**config.mk**
```make
export PLATFORM = sky130hd
export DESIGN_NAME = radio_mode_controller
export DESIGN_NICKNAME = d
export VERILOG_FILES = /design/src/hw/radio_mode_pkg.sv /design/src/hw/radio_mode_controller.sv
export SDC_FILE = /design/constraint.sdc
export NUM_CORES = 1
export LEC_CHECK = 0
export ABC_CLOCK_PERIOD_IN_PS = 13900
export BUFFER_PORTS_ARGS = -buffer_cell sky130_fd_sc_hd__buf_2
export CORE_ASPECT_RATIO = 1.75
export CORE_MARGIN = 5
export CORE_UTILIZATION = 60
export DETAILED_ROUTE_END_ITERATION = 16
export GPL_ROUTABILITY_DRIVEN = 0
export PLACE_DENSITY = 0.78
export SYNTH_ARGS = -nofsm -noshare
export SYNTH_HDL_FRONTEND = slang
export SYNTH_SLANG_ARGS = --single-unit
```
**constraint.sdc**
```tcl
create_clock -name i_clock -period 13.9 [get_ports i_clock]
set_input_delay 2.78 -clock i_clock [delete_from_list [all_inputs] [get_ports i_clock]]
set_output_delay 2.78 -clock i_clock [all_outputs]
set_load 0.03 [all_outputs]
```
**src/hw/radio_mode_pkg.sv**
```systemverilog
/*
  Package for the radio operating-mode controller: register map, field positions,
  reset values, timing figures and the mode enumeration.
  Assumes a 100 MHz system clock and a plain strobe register port.
*/
package radio_mode_pkg;

  localparam int CLK_MHZ = 100;

  // Register word addresses on the plain register port.
  localparam logic [3:0] ADDR_CONTROL = 4'h0;
  localparam logic [3:0] ADDR_STATUS = 4'h1;
  localparam logic [3:0] ADDR_TX_LOAD = 4'h2;
  localparam logic [3:0] ADDR_RX_POP = 4'h3;

  // Control register field positions.
  localparam int CTRL_POWER_UP = 0;
  localparam int CTRL_PRIMARY_RX = 1;
  localparam int CTRL_AUTO_PROTO = 2;
  localparam logic [7:0] CTRL_RESET = 8'h00;

  // Status register field positions.
  localparam int STAT_MODE_LSB = 0;
  localparam int STAT_POWER_FLAG = 4;
  localparam int STAT_TX_EMPTY = 5;
  localparam int STAT_RX_FULL = 6;
  localparam int STAT_RX_DROP = 7;

  // Timing figures in their own units, and derived cycle counts.
  localparam int POR_MIN_US = 1000;
  localparam int POR_MAX_US = 100000;
  localparam int POR_CYCLES = POR_MIN_US * CLK_MHZ;
  localparam int SETTLE_MAX_US = 130;
  localparam int SETTLE_CYCLES = SETTLE_MAX_US * CLK_MHZ;
  localparam int POWER_FILTER_US = 40;
  localparam int POWER_FILTER_CYCLES = POWER_FILTER_US * CLK_MHZ;
  localparam int ACTIVATE_PULSE_NS = 10000;
  localparam int ACTIVATE_PULSE_CYCLES = (ACTIVATE_PULSE_NS * CLK_MHZ + 999) / 1000;
  localparam int TX_LIMIT_US = 4000;
  localparam int TX_LIMIT_CYCLES = TX_LIMIT_US * CLK_MHZ;
  localparam int RX_SLOTS = 3;
  localparam int TX_SLOTS = 3;

  typedef enum logic [2:0] {
    MODE_POR,
    MODE_POWER_DOWN,
    MODE_STANDBY1,
    MODE_STANDBY2,
    MODE_RX_SETTLE,
    MODE_RX,
    MODE_TX_SETTLE,
    MODE_TX
  } mode_e;

  typedef struct packed {
    logic auto_proto;
    logic primary_rx;
    logic power_up;
  } control_s;

endpackage

```
**src/hw/radio_mode_controller.sv**
```systemverilog
/*
  Operating-mode state machine of a packet radio: power-on reset, power-down,
  two standby levels, receive and transmit, plus the received-power flag filter.
  Assumes the activate pin and the radio detect inputs are asynchronous pins,
  and that the datapath reports packet events as single-cycle pulses.
*/
`timescale 1ns/10ps
module radio_mode_controller #(
  parameter int POR_COUNT = radio_mode_pkg::POR_CYCLES,
  parameter int SETTLE_COUNT = radio_mode_pkg::SETTLE_CYCLES,
  parameter int FILTER_COUNT = radio_mode_pkg::POWER_FILTER_CYCLES,
  parameter int TX_LIMIT_COUNT = radio_mode_pkg::TX_LIMIT_CYCLES
) (
  // Clock, reset and enable.
  input wire logic i_clock,
  input wire logic i_rst,
  input wire logic i_enable,
  // Register port.
  input wire logic [3:0] i_addr,
  input wire logic [7:0] i_wdata,
  input wire logic i_write,
  input wire logic i_read,
  output logic [7:0] o_rdata,
  // Pins.
  input wire logic i_activate,
  input wire logic i_power_detect,
  // Radio datapath events.
  input wire logic i_rx_packet,
  input wire logic i_rx_addr_match,
  input wire logic i_rx_crc_ok,
  input wire logic i_tx_done,
  // Mode outputs.
  output radio_mode_pkg::mode_e o_mode,
  output logic o_radio_on,
  output logic o_tx_start,
  output logic o_received_power_flag
);

  localparam int SLOT_W = 2;

  radio_mode_pkg::mode_e mode_q, mode_d;
  radio_mode_pkg::control_s ctrl_q;
  logic [1:0] act_sync_q, pwr_sync_q;
  logic [31:0] timer_q, timer_d;
  logic [31:0] act_high_q;
  logic [31:0] filt_q;
  logic [31:0] tx_time_q;
  logic [SLOT_W-1:0] tx_count_q, rx_count_q;
  logic rx_drop_q, power_flag_q, tx_start_q;
  logic [7:0] rdata_q;

  wire logic act_pin = act_sync_q[1];
  wire logic pwr_pin = pwr_sync_q[1];
  wire logic wr_ctrl = i_enable && i_write && (i_addr == radio_mode_pkg::ADDR_CONTROL);
  wire logic wr_load = i_enable && i_write && (i_addr == radio_mode_pkg::ADDR_TX_LOAD);
  wire logic rd_pop = i_enable && i_read && (i_addr == radio_mode_pkg::ADDR_RX_POP);
  wire logic tx_empty = (tx_count_q == '0);
  wire logic tx_full = (tx_count_q == SLOT_W'(radio_mode_pkg::TX_SLOTS));
  wire logic rx_full = (rx_count_q == SLOT_W'(radio_mode_pkg::RX_SLOTS));
  wire logic rx_valid = i_rx_packet && i_rx_addr_match && i_rx_crc_ok && (mode_q == radio_mode_pkg::MODE_RX);
  wire logic rx_store = rx_valid && !rx_full;
  wire logic tx_load = wr_load && !tx_full;
  wire logic tx_pop = i_tx_done && (mode_q == radio_mode_pkg::MODE_TX);
  wire logic pulse_ok = act_high_q >= 32'(radio_mode_pkg::ACTIVATE_PULSE_CYCLES);
  wire logic tx_overrun = ctrl_q.auto_proto && (tx_time_q >= 32'(TX_LIMIT_COUNT - 1));
  wire logic settled = (timer_q >= 32'(SETTLE_COUNT - 1));

  // Pin synchronisers.
  always_ff @(posedge i_clock or posedge i_rst) begin
    if (i_rst) begin
      act_sync_q <= 2'h0;
      pwr_sync_q <= 2'h0;
    end else if (i_enable) begin
      act_sync_q <= {act_sync_q[0], i_activate};
      pwr_sync_q <= {pwr_sync_q[0], i_power_detect};
    end
  end

  // Next-mode logic.
  always_comb begin
    mode_d = mode_q;
    timer_d = timer_q + 32'h1;
    unique case (mode_q)
      radio_mode_pkg::MODE_POR: begin
        if (timer_q >= 32'(POR_COUNT - 1)) begin
          mode_d = radio_mode_pkg::MODE_POWER_DOWN;
        end
      end
      radio_mode_pkg::MODE_POWER_DOWN: begin
        if (ctrl_q.power_up) begin
          mode_d = radio_mode_pkg::MODE_STANDBY1;
        end
      end
      radio_mode_pkg::MODE_STANDBY1: begin
        if (act_pin && ctrl_q.primary_rx) begin
          mode_d = radio_mode_pkg::MODE_RX_SETTLE;
        end else if (act_pin && !ctrl_q.primary_rx && !tx_empty && pulse_ok) begin
          mode_d = radio_mode_pkg::MODE_TX_SETTLE;
        end else if (act_pin && !ctrl_q.primary_rx && tx_empty) begin
          mode_d = radio_mode_pkg::MODE_STANDBY2;
        end
      end
      radio_mode_pkg::MODE_STANDBY2: begin
        if (!act_pin) begin
          mode_d = radio_mode_pkg::MODE_STANDBY1;
        end else if (ctrl_q.primary_rx) begin
          mode_d = radio_mode_pkg::MODE_RX_SETTLE;
        end else if (!tx_empty) begin
          mode_d = radio_mode_pkg::MODE_TX_SETTLE;
        end
      end
      radio_mode_pkg::MODE_RX_SETTLE: begin
        if (!act_pin) begin
          mode_d = radio_mode_pkg::MODE_STANDBY1;
        end else if (settled) begin
          mode_d = radio_mode_pkg::MODE_RX;
        end
      end
      radio_mode_pkg::MODE_RX: begin
        if (!act_pin) begin
          mode_d = radio_mode_pkg::MODE_STANDBY1;
        end else if (!ctrl_q.primary_rx && !tx_empty) begin
          mode_d = radio_mode_pkg::MODE_TX_SETTLE;
        end else if (!ctrl_q.primary_rx) begin
          mode_d = radio_mode_pkg::MODE_STANDBY2;
        end
      end
      radio_mode_pkg::MODE_TX_SETTLE: begin
        if (settled) begin
          mode_d = radio_mode_pkg::MODE_TX;
        end
      end
      radio_mode_pkg::MODE_TX: begin
        if (tx_pop || tx_overrun) begin
          if (!act_pin) begin
            mode_d = radio_mode_pkg::MODE_STANDBY1;
          end else if (ctrl_q.primary_rx) begin
            mode_d = radio_mode_pkg::MODE_RX_SETTLE;
          end else if (tx_count_q > SLOT_W'(1) && !tx_overrun) begin
            mode_d = radio_mode_pkg::MODE_TX;
          end else begin
            mode_d = radio_mode_pkg::MODE_STANDBY2;
          end
        end
      end
    endcase
    if (mode_q != radio_mode_pkg::MODE_POR && !ctrl_q.power_up) begin
      mode_d = radio_mode_pkg::MODE_POWER_DOWN;
    end
    if (mode_d != mode_q) begin
      timer_d = 32'h0;
    end
  end

  // Mode register and its timers.
  always_ff @(posedge i_clock or posedge i_rst) begin
    if (i_rst) begin
      mode_q <= radio_mode_pkg::MODE_POR;
      timer_q <= 32'h0;
    end else if (i_enable) begin
      mode_q <= mode_d;
      timer_q <= timer_d;
    end
  end

  // Activate-pin high time and transmit dwell time.
  always_ff @(posedge i_clock or posedge i_rst) begin
    if (i_rst) begin
      act_high_q <= 32'h0;
      tx_time_q <= 32'h0;
    end else if (i_enable) begin
      act_high_q <= act_pin ? act_high_q + 32'h1 : 32'h0;
      tx_time_q <= (mode_q == radio_mode_pkg::MODE_TX && mode_d == radio_mode_pkg::MODE_TX
                    && !tx_pop) ? tx_time_q + 32'h1 : 32'h0;
    end
  end

  // Control register; kept in every mode, including power-down.
  always_ff @(posedge i_clock or posedge i_rst) begin
    if (i_rst) begin
      ctrl_q <= radio_mode_pkg::control_s'(radio_mode_pkg::CTRL_RESET[2:0]);
    end else if (wr_ctrl) begin
      ctrl_q.power_up <= i_wdata[radio_mode_pkg::CTRL_POWER_UP];
      ctrl_q.primary_rx <= i_wdata[radio_mode_pkg::CTRL_PRIMARY_RX];
      ctrl_q.auto_proto <= i_wdata[radio_mode_pkg::CTRL_AUTO_PROTO];
    end
  end

  // Transmit and receive slot occupancy.
  always_ff @(posedge i_clock or posedge i_rst) begin
    if (i_rst) begin
      tx_count_q <= '0;
      rx_count_q <= '0;
      rx_drop_q <= 1'b0;
    end else if (i_enable) begin
      tx_count_q <= tx_count_q + SLOT_W'(tx_load) - SLOT_W'(tx_pop && !tx_empty);
      rx_count_q <= rx_count_q + SLOT_W'(rx_store) - SLOT_W'(rd_pop && rx_count_q != '0);
      if (rx_valid && rx_full) begin
        rx_drop_q <= 1'b1;
      end else if (rd_pop) begin
        rx_drop_q <= 1'b0;
      end
    end
  end

  // Received-power filter: flag rises after a sustained strong signal in receive mode.
  always_ff @(posedge i_clock or posedge i_rst) begin
    if (i_rst) begin
      filt_q <= 32'h0;
      power_flag_q <= 1'b0;
    end else if (i_enable) begin
      if (mode_q == radio_mode_pkg::MODE_RX && pwr_pin) begin
        filt_q <= (filt_q < 32'(FILTER_COUNT)) ? filt_q + 32'h1 : filt_q;
      end else begin
        filt_q <= 32'h0;
      end
      if (mode_q == radio_mode_pkg::MODE_RX) begin
        power_flag_q <= pwr_pin && (filt_q >= 32'(FILTER_COUNT - 1));
      end
    end
  end

  // Transmit start pulse on entering transmit mode and on each further packet sent while still in it.
  always_ff @(posedge i_clock or posedge i_rst) begin
    if (i_rst) begin
      tx_start_q <= 1'b0;
    end else if (i_enable) begin
      tx_start_q <= (mode_d == radio_mode_pkg::MODE_TX)
                    && (mode_q != radio_mode_pkg::MODE_TX || tx_pop);
    end
  end

  // Read data, valid the cycle after the read strobe.
  wire logic [7:0] status_word = {rx_drop_q, rx_full, tx_empty, power_flag_q, 1'b0,
                                  mode_q};
  always_ff @(posedge i_clock or posedge i_rst) begin
    if (i_rst) begin
      rdata_q <= 8'h00;
    end else if (i_enable) begin
      if (i_read) begin
        unique case (i_addr)
          radio_mode_pkg::ADDR_CONTROL: rdata_q <= {5'h00, ctrl_q};
          radio_mode_pkg::ADDR_STATUS: rdata_q <= status_word;
          radio_mode_pkg::ADDR_RX_POP: rdata_q <= {6'h00, rx_count_q};
          default: rdata_q <= 8'h00;
        endcase
      end else begin
        rdata_q <= 8'h00;
      end
    end
  end

  assign o_rdata = rdata_q;
  assign o_mode = mode_q;
  assign o_radio_on = (mode_q == radio_mode_pkg::MODE_RX) || (mode_q == radio_mode_pkg::MODE_TX);
  assign o_tx_start = tx_start_q;
  assign o_received_power_flag = power_flag_q;
endmodule

```
==> results.md <==
* Status: completed
* Final Hold Violating Endpoints at 0
* Area Overhead vs Synth at 10.7%
* Share of layout cells above drive strength 1 at 10.4%
* Pwr per Cell Area at 127 nW/µm²
* Worst hold path type: flop to flop
* Total die area at 15600 µm²
* Seq/Total Area, Yosys at 48.5%
* Post-Syn Nets at 866
* Dpl hpwl at 11.8 mm
* Net Switching at 0.335 mW
* Lkg Pwr at 3.81 nW
* CTS Buf Count at 17
* Largest buffer count on any clock path at 2
* Setup CP Type: primary input to flop
* Gr usage total at 23.2%
* Crit end category: flop
* Slew of the pin with the lowest slew margin at 1040 ps
* EDFF count, synth at 0
* Final ANT Viol Nets at 0
* Worst slew margin at 30.3%
* Area of the multi-input gates at 3800 µm²
* Sequential cell area at 3800 µm²
* CTS Root Cell: clkbuf_16
* Worst path arrival time at 5690 ps
* Core area at 12900 µm²
* Clock group share of total power at 40.5%
* Post-Synthesis Cells at 834
* Ys flop type: dfrtp_1
* Cell Area, Synth at 7850 µm²
* Cell Rows at 55
* Period utilization at 39.0%
* Number of global-route vias before repair at 6447
* Critical Path Fanout Max at 52
* I/O Buffers at 30
* Final setup violating endpoints at 0
* Clock sinks at 152
* Dpl cell area at 8120 µm²
* Max-cap violation count at 0
* CTS H-tree depth at 4
* Starting Density at 61.0%
* Skew-Pair Late Insertion Delay at 420 ps
* Setup_tns at 0 ps
* WL per Instance at 16.3 µm
* Cell variety after synth at 68
* Fillers at 990
* Synthesis-stage register bit count at 152
* Final min period at 5420 ps
* Startpoint Class: primary input
* # hold bufs at CTS at 0
* Worst-path clk slew at 60 ps
* Async set-reset flop share out of synthesis at 100%
* Internal at 0.769 mW
* Drt pass-1 iters at 5
* Most common cell after layout, fill and taps aside: dfrtp_1
* Worst clock skew at 12.1 ps
* DRC at 0
* 1st-iter DRT viols at 388
* CTS tree: built
* N_diodes at 0
* YS warnings at 0
* Routed wire length at 17.1 mm
* RSZ-0062 raised after global routing: false
* Sw Ratio at 30.4%
* Die span in x at 96.5 µm
* Post-CTS sizing at 0
* Commonest cells after routing, fill and taps aside: dfrtp_1, nor2_1, nand2_1
* Critical Path RT at 14170 ps
* Die height at 161 µm
* Fmax at 184 MHz
* Net count, final at 893
* VDD IR max at 0.0887 mV
* Part of the power in combinational logic at 15.1%
* First-pass GRT wire length at 29.0 mm
* Grt ovf at 0
* Top Ports at 37
* Reg power frac at 44.5%
* Max Slew Vio Count at 0
* Initial antenna violation count at 0
* Final Cell Area at 8690 µm²
* Largest net degree at the start of global routing at 78
* Total power at 1.10 mW
* Post-synthesis average cell area at 9.41 µm²
* Postcts setup bufs at 0
* Vias/cell at 6.03
* Via Count at 6302
stage by stage:
| step | cells | hold WS, ps | setup WS, ps | utilization [%] |
|---|---|---|---|---|
| final | 1045 | 492 | 8480 | 67.5 |
| after global routing | 1045 | 506 | 8220 | 67.5 |
| after CTS | 1045 | 491 | 8490 | 67.5 |
| after detailed placement | 1013 | 480 | 8080 | 63.1 |
| after global placement | 1013 | 464 | 8100 | 63.1 |
| after floorplan | 834 | 438 | 7030 | - |
worst max-delay path: stages:
cell,delay (ps)
buf_2,80
buf_4,430
clkinv_1,800
nor4_2,810
and3_1,370
and3_1,200
xnor2_1,140
nor2_1,60
cells in the mapped netlist, types with 3 or more instances:
cell type / count / area share [%]
inv_1: 29 / 1.4
a41oi_1: 3 / 0.33
a31oi_1: 3 / 0.24
mux2_2: 9 / 1.3
nor4_1: 21 / 1.7
nor3_1: 19 / 1.2
and3_1: 11 / 0.88
a22o_1: 7 / 0.78
clkbuf_1: 15 / 0.72
nor2b_1: 14 / 1.1
o2bb2ai_1: 6 / 0.67
buf_4: 3 / 0.29
nor2_1: 132 / 6.3
or2_2: 4 / 0.32
nand2b_1: 3 / 0.24
nand2_1: 70 / 3.3
xor2_1: 56 / 6.2
xnor2_1: 27 / 3.0
buf_2: 5 / 0.32
a22oi_1: 3 / 0.29
o22ai_1: 6 / 0.48
and2_1: 3 / 0.24
nand3_1: 54 / 3.4
nand4_1: 27 / 2.2
or3_1: 9 / 0.72
o31ai_1: 3 / 0.29
nor3_2: 3 / 0.38
a21oi_1: 22 / 1.4
o21ai_0: 39 / 2.5
mux2i_1: 3 / 0.38
o211ai_1: 5 / 0.48
dfrtp_1: 152 / 48
and4_1: 15 / 1.7
ha_1: 9 / 1.4
cell type report:
cell class	count	area share, %
Tap cell	171	2.46
Clock buffer	20	5.25
Multi-Input combinational cell	626	43.7
Clock inverter	12	1.35
Sequential cell	152	43.8
Timing Repair Buffer	34	2.07
Inverter	30	1.35
per-layer routing:
layer | part of all wire [%] | vias up | wire length [µm] | global-route usage (%)
li1 | - | 3002 | - | -
met1 | 39 | 3132 | 6720 | 27.1
met2 | 54 | 136 | 9230 | 39.9
met3 | 4.0 | 32 | 687 | 4.99
met4 | 2.6 | 0 | 442 | 10.2
met5 | 0 | - | 0 | 0
state kept, by name (all words and copies together) (netlist names), 2 cells and up:
register    count
act_high_q     32
filt_q         32
timer_q        32
tx_time_q      32
o_rdata         7
ctrl_q          3
o_mode          3
act_sync_q      2
pwr_sync_q      2
rx_count_q      2
tx_count_q      2
kinds of logic (layout without fill, tap and decap cells):
group | count (synthesis) | count (layout) | synth area share, %
xor+xnor | 84 | 84 | 9.47
mux | 12 | 12 | 1.67
flops | 152 | 152 | 48.5
compound gates | 121 | 121 | 10.6
simple gates | 399 | 399 | 25.3
fa+ha+maj | 9 | 9 | 1.43
other cells | 1 | 1 | 0.0478
buf+inv | 56 | 96 | 3.11
path summary, 6_finish.rpt:
check	startpoint	to	slack, ps	cells after the start
max reg2reg	tx_time_q[0]	tx_time_q[25]	11000	8
min	tx_time_q[6]	tx_time_q[6]	490	1
max in group asynchronous	i_rst	filt_q[9]	10040	3
max	i_enable	tx_time_q[20]	8480	8
min reg2reg	tx_time_q[6]	tx_time_q[6]	490	1
min in group asynchronous	i_rst	tx_time_q[12]	2480	2
power by group through the flow:
stage,clock network [mW],registers (mW),logic [mW]
final,0.447,0.491,0.167
after global placement,0,0.496,0.160
after floorplan,0,0.491,0.136
after detailed placement,0,0.498,0.166
after global routing,0.472,0.494,0.183
after CTS,0.451,0.490,0.167
Note: power is estimated with default switching activity, not from simulation.
